$ cat config.mk
export PLATFORM = sky130hd
export DESIGN_NAME = bstap_ctrl
export DESIGN_NICKNAME = d
export VERILOG_FILES = /design/src/pkg/bstap_pkg.sv /design/src/design/bstap_ctrl.sv /design/src/design/bstap_sync.sv
export VERILOG_INCLUDE_DIRS = /design/src /design/src/pkg
export SDC_FILE = /design/constraint.sdc
export NUM_CORES = 1
export LEC_CHECK = 0
export BUFFER_PORTS_ARGS = -buffer_cell sky130_fd_sc_hd__buf_2
export CAP_MARGIN = 5
export CORE_ASPECT_RATIO = 1.4
export CORE_MARGIN = 5
export CORE_UTILIZATION = 40
export DETAILED_ROUTE_END_ITERATION = 16
export SLEW_MARGIN = 15
export SYNTH_ARGS = -nofsm -noshare
export SYNTH_HDL_FRONTEND = slang
export SYNTH_SLANG_ARGS = --single-unit
$ cat constraint.sdc
create_clock -name ref_clk_i -period 5.2 [get_ports ref_clk_i]
set_input_delay 1.3 -clock ref_clk_i [delete_from_list [all_inputs] [get_ports ref_clk_i]]
set_output_delay 1.3 -clock ref_clk_i [all_outputs]
set_load 0.005 [all_outputs]
$ cat src/pkg/bstap_cfg.svh
// Constants of the boundary-scan test access port controller.
// Assumes inclusion by its bare name from the package and the design files.
`ifndef BSTAP_CFG_SVH
`define BSTAP_CFG_SVH

// Register widths.
`define BSTAP_IR_W        8
`define BSTAP_BSR_W       48
`define BSTAP_BCR_W       3
`define BSTAP_ID_W        32

// Reset and capture values.
`define BSTAP_IR_RESET    8'h81
`define BSTAP_IR_CAPTURE  8'h81
`define BSTAP_BCR_RESET   3'h2
`define BSTAP_BSR_OE_HI   47
`define BSTAP_BSR_OE_LO   46

// Opcodes that steer the data-register path (others select bypass).
`define BSTAP_OP_IDCODE   8'h81
`define BSTAP_OP_SAMPLE   8'h82
`define BSTAP_OP_EXTEST   8'h00
`define BSTAP_OP_BCR      8'h87

// Identification code; the value is arbitrary.
`define BSTAP_IDCODE      32'h0000_0001

// Synchroniser depth in flip-flops.
`define BSTAP_SYNC_DEPTH  2

`endif

$ cat src/pkg/bstap_pkg.sv
// Types of the boundary-scan test access port controller.
// Assumes the constants header is on the include path.
`include "bstap_cfg.svh"

package bstap_pkg;

  // Controller states with binary codes written out.
  typedef enum logic [3:0] {
    BSTAP_TLR        = 4'h0,
    BSTAP_RTI        = 4'h1,
    BSTAP_SEL_DR     = 4'h2,
    BSTAP_CAP_DR     = 4'h3,
    BSTAP_SHIFT_DR   = 4'h4,
    BSTAP_EXIT1_DR   = 4'h5,
    BSTAP_PAUSE_DR   = 4'h6,
    BSTAP_EXIT2_DR   = 4'h7,
    BSTAP_UPDATE_DR  = 4'h8,
    BSTAP_SEL_IR     = 4'h9,
    BSTAP_CAP_IR     = 4'hA,
    BSTAP_SHIFT_IR   = 4'hB,
    BSTAP_EXIT1_IR   = 4'hC,
    BSTAP_PAUSE_IR   = 4'hD,
    BSTAP_EXIT2_IR   = 4'hE,
    BSTAP_UPDATE_IR  = 4'hF
  } bstap_state_t;

  // Data register currently chosen by the instruction.
  typedef enum logic [1:0] {
    BSTAP_DR_BYPASS  = 2'h0,
    BSTAP_DR_ID      = 2'h1,
    BSTAP_DR_BSR     = 2'h2,
    BSTAP_DR_BCR     = 2'h3
  } bstap_dr_t;

  // Serial test bus inputs travelling together.
  typedef struct packed {
    logic tck;
    logic tms;
    logic tdi;
  } bstap_pins_t;

endpackage

$ cat src/design/bstap_ctrl.sv
// Test access port controller: state machine, instruction register and the
// boundary-scan, boundary-control, bypass and identification registers.
// Assumes the serial bus pins are asynchronous to ref_clk_i and that the test
// clock is slow enough (well under a quarter of ref_clk_i) for edge finding.
//
// Functional notes
// - Next state from TMS at TCK rise.
// - Sample at TCK rise, drive TDO at fall.
// - Sixteen states, six stable, ten unstable.
// - TMS high five cycles reaches reset.
// - Power-up enters reset, test logic disabled.
// - Reset loads instruction 10000001, identification code.
// - Reset sets boundary bits 47 and 46.
// - Reset loads boundary-control with 010.
// - Reset leads through run-test/idle first.
// - Test operation runs only in idle.
// - Select states act nothing, leave next.
// - Capture-data loads on exiting rising edge.
// - Shift-data enables TDO at next fall.
// - TDO first drives scan register LSB.
// - Serial path through instruction or data.
// - Instruction 8, boundary 48, identification 32 bits.
// - Boundary-control 3 bits, bypass 1 bit.
// - Only one register in serial path.
// - One shift per rise, including exiting edge.
// - First exit state floats TDO at fall.
// - Data latches update at fall in update.
// - Capture-instruction 10000001; update at fall.
`timescale 1ns/1ps
`include "bstap_cfg.svh"

module bstap_ctrl
  import bstap_pkg::*;
(
  input  wire logic                    ref_clk_i,     // System clock, 100 MHz.
  input  wire logic                    resetn_i,      // Power-up reset, active low.
  input  wire bstap_pins_t             pins_i,        // Test clock, mode select, data in.
  input  wire logic [`BSTAP_BSR_W-1:0] bsr_capture_i, // Pin levels seen by the boundary cells.
  output logic                         tdo_o,         // Serial test data out.
  output logic                         tdo_oe_n_o,    // Low while TDO is driven.
  output logic [`BSTAP_IR_W-1:0]       instr_o,       // Current instruction.
  output logic [`BSTAP_BSR_W-1:0]      bsr_o,         // Boundary-scan update latches.
  output logic [`BSTAP_BCR_W-1:0]      bcr_o,         // Boundary-control update latches.
  output bstap_state_t                 state_o,       // Controller state.
  output logic                         test_reset_o,  // High in the reset state.
  output logic                         run_op_o       // High while the test operation runs.
);

  // Synchronised copies of the serial bus pins.
  logic [2:0]    pins_sync_raw;
  bstap_pins_t   pins_s;
  logic          tck_prev;       // Last synchronised test clock level.
  wire           tck_rise;       // One-cycle pulse at a test clock rise.
  wire           tck_fall;       // One-cycle pulse at a test clock fall.

  // Controller state and its successor.
  bstap_state_t  state;
  bstap_state_t  next_state;

  // Shift stages of each register.
  logic [`BSTAP_IR_W-1:0]  ir_sh;
  logic [`BSTAP_BSR_W-1:0] bsr_sh;
  logic [`BSTAP_BCR_W-1:0] bcr_sh;
  logic [`BSTAP_ID_W-1:0]  id_sh;
  logic                    byp_sh;

  // Decoded path selection.
  bstap_dr_t     dr_sel;
  wire           in_shift_dr;
  wire           in_shift_ir;
  wire           serial_bit;

  // Pass the three asynchronous pins through two flip-flops each.
  bstap_sync #(
    .W (3)
  ) u_sync (
    .ref_clk_i (ref_clk_i),
    .resetn_i  (resetn_i),
    .d_i       (pins_i),
    .q_o       (pins_sync_raw)
  );

  assign pins_s = bstap_pins_t'(pins_sync_raw);

  // Remember the previous test clock level for edge finding.
  always_ff @(posedge ref_clk_i or negedge resetn_i) begin
    if (!resetn_i) begin
      tck_prev <= 1'b0;
    end else begin
      tck_prev <= pins_s.tck;
    end
  end

  assign tck_rise = pins_s.tck & ~tck_prev;
  assign tck_fall = ~pins_s.tck & tck_prev;

  // Transition graph
  // Each state has two successors selected by the sampled mode select level.
  always_comb begin
    next_state = state;
    unique case (state)
      BSTAP_TLR:       next_state = pins_s.tms ? BSTAP_TLR : BSTAP_RTI;
      BSTAP_RTI:       next_state = pins_s.tms ? BSTAP_SEL_DR : BSTAP_RTI;
      BSTAP_SEL_DR:    next_state = pins_s.tms ? BSTAP_SEL_IR : BSTAP_CAP_DR;
      BSTAP_SEL_IR:    next_state = pins_s.tms ? BSTAP_TLR : BSTAP_CAP_IR;
      BSTAP_CAP_DR:    next_state = pins_s.tms ? BSTAP_EXIT1_DR : BSTAP_SHIFT_DR;
      BSTAP_SHIFT_DR:  next_state = pins_s.tms ? BSTAP_EXIT1_DR : BSTAP_SHIFT_DR;
      BSTAP_EXIT1_DR:  next_state = pins_s.tms ? BSTAP_UPDATE_DR : BSTAP_PAUSE_DR;
      BSTAP_PAUSE_DR:  next_state = pins_s.tms ? BSTAP_EXIT2_DR : BSTAP_PAUSE_DR;
      BSTAP_EXIT2_DR:  next_state = pins_s.tms ? BSTAP_UPDATE_DR : BSTAP_SHIFT_DR;
      BSTAP_UPDATE_DR: next_state = pins_s.tms ? BSTAP_SEL_DR : BSTAP_RTI;
      BSTAP_CAP_IR:    next_state = pins_s.tms ? BSTAP_EXIT1_IR : BSTAP_SHIFT_IR;
      BSTAP_SHIFT_IR:  next_state = pins_s.tms ? BSTAP_EXIT1_IR : BSTAP_SHIFT_IR;
      BSTAP_EXIT1_IR:  next_state = pins_s.tms ? BSTAP_UPDATE_IR : BSTAP_PAUSE_IR;
      BSTAP_PAUSE_IR:  next_state = pins_s.tms ? BSTAP_EXIT2_IR : BSTAP_PAUSE_IR;
      BSTAP_EXIT2_IR:  next_state = pins_s.tms ? BSTAP_UPDATE_IR : BSTAP_SHIFT_IR;
      BSTAP_UPDATE_IR: next_state = pins_s.tms ? BSTAP_SEL_DR : BSTAP_RTI;
    endcase
  end

  // Power-up enters reset
  // The sixteen codes of the enum are all reachable, so no default is needed.
  always_ff @(posedge ref_clk_i or negedge resetn_i) begin
    if (!resetn_i) begin
      state <= BSTAP_TLR;
    end else if (tck_rise) begin
      state <= next_state;
    end
  end

  // One data register selected
  // The current instruction picks exactly one data register; unknown codes bypass.
  assign dr_sel = (instr_o == `BSTAP_OP_IDCODE) ? BSTAP_DR_ID :
                  (instr_o == `BSTAP_OP_BCR)    ? BSTAP_DR_BCR :
                  ((instr_o == `BSTAP_OP_SAMPLE) ||
                   (instr_o == `BSTAP_OP_EXTEST)) ? BSTAP_DR_BSR :
                  BSTAP_DR_BYPASS;

  assign in_shift_dr = (state == BSTAP_SHIFT_DR);
  assign in_shift_ir = (state == BSTAP_SHIFT_IR);

  // LSB leads out
  // The instruction register is in the path during an instruction scan, the
  // selected data register otherwise.
  assign serial_bit = in_shift_ir                 ? ir_sh[0]  :
                      (dr_sel == BSTAP_DR_ID)     ? id_sh[0]  :
                      (dr_sel == BSTAP_DR_BSR)    ? bsr_sh[0] :
                      (dr_sel == BSTAP_DR_BCR)    ? bcr_sh[0] :
                      byp_sh;

  // Instruction shift per rise
  // The instruction shift stage also reloads 10000001 in the reset state.
  always_ff @(posedge ref_clk_i or negedge resetn_i) begin
    if (!resetn_i) begin
      ir_sh <= `BSTAP_IR_RESET;
    end else if (tck_rise) begin
      if (state == BSTAP_TLR) begin
        ir_sh <= `BSTAP_IR_RESET;
      end else if (state == BSTAP_CAP_IR) begin
        ir_sh <= `BSTAP_IR_CAPTURE;
      end else if (in_shift_ir) begin
        ir_sh <= {pins_s.tdi, ir_sh[`BSTAP_IR_W-1:1]};
      end
    end
  end

  // Data register stages
  // Only the selected data register captures or shifts; the others hold.
  always_ff @(posedge ref_clk_i or negedge resetn_i) begin
    if (!resetn_i) begin
      bsr_sh <= '0;
      bcr_sh <= `BSTAP_BCR_RESET;
      id_sh  <= `BSTAP_IDCODE;
      byp_sh <= 1'b0;
    end else if (tck_rise && (state == BSTAP_CAP_DR)) begin
      // Capture sources per register.
      if (dr_sel == BSTAP_DR_BSR) begin
        bsr_sh <= bsr_capture_i;
      end
      if (dr_sel == BSTAP_DR_BCR) begin
        bcr_sh <= bcr_o;
      end
      if (dr_sel == BSTAP_DR_ID) begin
        id_sh <= `BSTAP_IDCODE;
      end
      if (dr_sel == BSTAP_DR_BYPASS) begin
        byp_sh <= 1'b0;
      end
    end else if (tck_rise && in_shift_dr) begin
      // Shift one bit from TDI towards TDO.
      if (dr_sel == BSTAP_DR_BSR) begin
        bsr_sh <= {pins_s.tdi, bsr_sh[`BSTAP_BSR_W-1:1]};
      end
      if (dr_sel == BSTAP_DR_BCR) begin
        bcr_sh <= {pins_s.tdi, bcr_sh[`BSTAP_BCR_W-1:1]};
      end
      if (dr_sel == BSTAP_DR_ID) begin
        id_sh <= {pins_s.tdi, id_sh[`BSTAP_ID_W-1:1]};
      end
      if (dr_sel == BSTAP_DR_BYPASS) begin
        byp_sh <= pins_s.tdi;
      end
    end
  end

  // Instruction update at fall
  // The current instruction changes only at a fall while in update-instruction or in the reset state.
  always_ff @(posedge ref_clk_i or negedge resetn_i) begin
    if (!resetn_i) begin
      instr_o <= `BSTAP_IR_RESET;
    end else if (tck_fall) begin
      if (state == BSTAP_TLR) begin
        instr_o <= `BSTAP_IR_RESET;
      end else if (state == BSTAP_UPDATE_IR) begin
        instr_o <= ir_sh;
      end
    end
  end

  // Data update at fall
  // Boundary cells other than the two enable cells clear to zero at power-up only; the reset state leaves them.
  always_ff @(posedge ref_clk_i or negedge resetn_i) begin
    if (!resetn_i) begin
      bsr_o <= {2'h3, 46'h0};
      bcr_o <= `BSTAP_BCR_RESET;
    end else if (tck_fall) begin
      if (state == BSTAP_TLR) begin
        bsr_o[`BSTAP_BSR_OE_HI] <= 1'b1;
        bsr_o[`BSTAP_BSR_OE_LO] <= 1'b1;
        bcr_o <= `BSTAP_BCR_RESET;
      end else if (state == BSTAP_UPDATE_DR) begin
        if (dr_sel == BSTAP_DR_BSR) begin
          bsr_o <= bsr_sh;
        end
        if (dr_sel == BSTAP_DR_BCR) begin
          bcr_o <= bcr_sh;
        end
      end
    end
  end

  // TDO changes at fall
  // At each fall TDO drives in either shift state and floats elsewhere.
  always_ff @(posedge ref_clk_i or negedge resetn_i) begin
    if (!resetn_i) begin
      tdo_o      <= 1'b0;
      tdo_oe_n_o <= 1'b1;
    end else if (tck_fall) begin
      tdo_o      <= serial_bit;
      tdo_oe_n_o <= ~(in_shift_dr | in_shift_ir);
    end
  end

  assign state_o = state;

  assign test_reset_o = (state == BSTAP_TLR);

  assign run_op_o = (state == BSTAP_RTI);

endmodule

$ cat src/design/bstap_sync.sv
// Two-stage synchroniser for signals that arrive from outside the clock domain.
// Assumes the destination logic reads only the output of the last stage.
`timescale 1ns/1ps

module bstap_sync
  import bstap_pkg::*;
#(
  parameter int W = 1
) (
  input  wire logic         ref_clk_i,
  input  wire logic         resetn_i,
  input  wire logic [W-1:0] d_i,
  output logic      [W-1:0] q_o
);

  logic [W-1:0] meta;   // First stage, read only by the second stage.

  // Both stages clear to zero under reset and then follow the input.
  always_ff @(posedge ref_clk_i or negedge resetn_i) begin
    if (!resetn_i) begin
      meta <= '0;
      q_o  <= '0;
    end else begin
      meta <= d_i;
      q_o  <= meta;
    end
  end

endmodule

==> flow_summary.json <==
{
  "post_cts_buffers": 0,
  "grt_pass1_vias": 4938,
  "postLayoutCellArea_um2": 8710,
  "num_vias": 4714,
  "htree_levels": 4,
  "pwr-share-comb": 0.215,
  "tns_ns": 0,
  "switchingPower_mw": 1.14,
  "switching_share": 0.294,
  "seq_power_share": 0.466,
  "io_buffers": 119,
  "hp-class": "reg -> reg",
  "syn_area_um2": 7350,
  "ys.flop_type": "dfrtp_1",
  "synth_compound_area_frac": 0.0478,
  "grt_usage": 0.149,
  "dr.pass1.iters": 4,
  "final_nets": 743,
  "cts_resized": 0,
  "synth_top_family_by_area": "multiplexers",
  "fillers": 1678,
  "critPathLaunchType": "register",
  "leakage_nw": 4.33,
  "tightest_slew_ns": 1.03,
  "die_w_um": 125,
  "synth_edf_count": 0,
  "grt_max_degree": 86,
  "clkPwrFrac": 0.319,
  "p_int_mw": 2.74,
  "slew_violations": 0,
  "drive_above_1_share": 0.425,
  "cap_violations": 0,
  "cp_max_fo": 20,
  "synthMuxAreaShare": 0.273,
  "syn_inst": 583,
  "path_clk_slew_ns": 0.07,
  "cp.arrival_ns": 1.78,
  "mostFrequentLayoutCell": "dfrtp_1",
  "root_buffer": "clkbuf_16",
  "final_cell_count_no_fill": 944,
  "status": "finished clean",
  "peakVddDrop_v": 0.000321,
  "postRouteWirelength_um": 15400,
  "final_cell_mix": "dfrtp_1, mux2_2, buf_2",
  "die-area_um2": 21200,
  "numCtsBuffers": 17,
  "cp.required_ns": 3.90,
  "die_h_um": 170,
  "fin_crit_sh": 0.592,
  "grt_pass1_wl_um": 25800,
  "post_drt_wl_per_cell_um": 16.3,
  "syn_to_final_growth_pct": 18.5,
  "core_area_um2": 18000,
  "dpl.cell_count": 911,
  "multi_input_area_um2": 2900,
  "dp_slack_ns": 2.35,
  "drt-initial-drc-count": 200,
  "max_freq_ghz": 0.325,
  "antenna_found_initial": 2,
  "num_io_pins": 120,
  "viasPerCell": 4.99,
  "critPathKind": "reg -> out",
  "skew_ns": 0.00683,
  "place_area_um2": 8120,
  "seq_area_frac_synth": 0.560,
  "clock_sinks": 164,
  "cts_buffer_depth": 2,
  "synth.avg_cell_area_um2": 12.6,
  "ys_types": 51,
  "synth_xor_xnor_area_share": 0.00477,
  "power-per-cell-area_nw_per_um2": 446,
  "cp-end-kind": "primary output",
  "synthArstFlopShare": 1.00,
  "finalSetupViolations": 0,
  "yosysWarnings": 0,
  "grt-ovfl-total": 0,
  "yosys.area_share.adder": 0,
  "slew_headroom": 0.315,
  "cts_tree": "done",
  "reg2reg_slack_ns": 2.33,
  "ys_ff_latch": 164,
  "final_antenna_net_count": 0,
  "synth-simple-area-share": 0.0686,
  "ff_latch_area_um2": 4120,
  "hpwl_um": 10400,
  "rsz0062_at_grt": "no",
  "drc": 0,
  "synth_fp_nets": 636,
  "globalplace.congestion": 0.834,
  "postCtsHoldBufs": 0,
  "period_needed_ns": 3.08,
  "clk_latency_ns": 0.42,
  "final-hold-violation-count": 0,
  "setup_ws_ns": 2.12,
  "rows": 58,
  "start_util": 0.408
}
-- routing by layer --
layer  routed length, um  up-vias  track usage
met5                  11        -            0
met4                 192        2       0.0482
met3                 999       17       0.0549
met2                7920      111        0.253
met1                6270     2354        0.178
li1                    -     2230            -
-- synth_stat cells, types with 3 or more instances --
library cell	number	share of area
a2bb2oi_1	4	0.0048
nor2_1	11	0.0056
nor3_1	3	0.0020
a211oi_1	3	0.0031
buf_6	4	0.0061
o22ai_1	3	0.0026
mux2i_1	35	0.048
mux2_1	19	0.029
a21oi_1	5	0.0034
o21ai_0	16	0.011
buf_1	5	0.0026
inv_1	42	0.021
mux2_2	128	0.20
clkbuf_1	19	0.0097
dfstp_2	10	0.036
nand2_1	58	0.030
nor4_1	3	0.0026
buf_2	9	0.0061
dfrtp_1	154	0.52
nand3_1	3	0.0020
nand2b_1	5	0.0043
o211ai_1	3	0.0031
nor2b_1	4	0.0034
-- final timing paths --
check	to	cells after the start	startpoint
min in group asynchronous	instr_o[2]	1	resetn_i
max in group asynchronous	bsr_o[6]	2	resetn_i
worst min-delay path	u_sync.q_o[1]	0	u_sync.meta[1]
worst min register to register	u_sync.q_o[1]	0	u_sync.meta[1]
worst max-delay path	test_reset_o	4	state_o[1]
worst max register to register	id_sh[31]	5	u_sync.q_o[2]
-- stage by stage --
step	util	hold WS, ns	power, mW
3_3_place_gp	0.451	0.332	2.63
3_5_place_dp	0.451	0.335	2.68
4_1_cts	0.484	0.344	3.93
6_report	0.484	0.349	3.88
5_1_grt	0.484	0.350	4.12
2_1_floorplan	-	0.331	2.38
-- state kept, by name, indices dropped and copies added, names as in the netlist --
signal	count
tck_prev	1
byp_sh	1
bsr_o	48
u_sync.q_o	3
bcr_o	3
state_o	4
bcr_sh	3
tdo_oe_n_o	1
id_sh	32
bsr_sh	48
tdo_o	1
u_sync.meta	3
instr_o	8
ir_sh	8
-- layout make-up --
cell class | count | area share
antenna | 1 | 0.000287
clock buffer | 18 | 0.0493
clock inverter | 14 | 0.0180
inverter | 42 | 0.0181
multi-input combinational | 340 | 0.333
sequential | 164 | 0.473
tap | 240 | 0.0345
timing repair buffer | 125 | 0.0743
-- critical path: stages (launching register included) --
cell and delay (ns):
dfrtp_1 0.59, nor2_1 0.30, nand2_1 0.18, inv_1 0.15, buf_2 0.13
-- power by group through the flow --
stage,Sequential [mW],Clock [mW],Combinational [mW]
2_1_floorplan,1.70,0,0.676
3_3_place_gp,1.81,0,0.827
3_5_place_dp,1.83,0,0.848
4_1_cts,1.81,1.27,0.853
5_1_grt,1.86,1.33,0.934
6_report,1.81,1.24,0.834
-- logic make-up after synthesis --
| group | Yosys count |
|---|---|
| xor gates and xnor gates | 4 |
| muxes | 182 |
| DFF | 164 |
| and+or+nand+nor | 103 |
| AOI/OAI and AO/OA | 51 |
| buffers and inverters | 79 |
(Power assumes the default switching activity.)
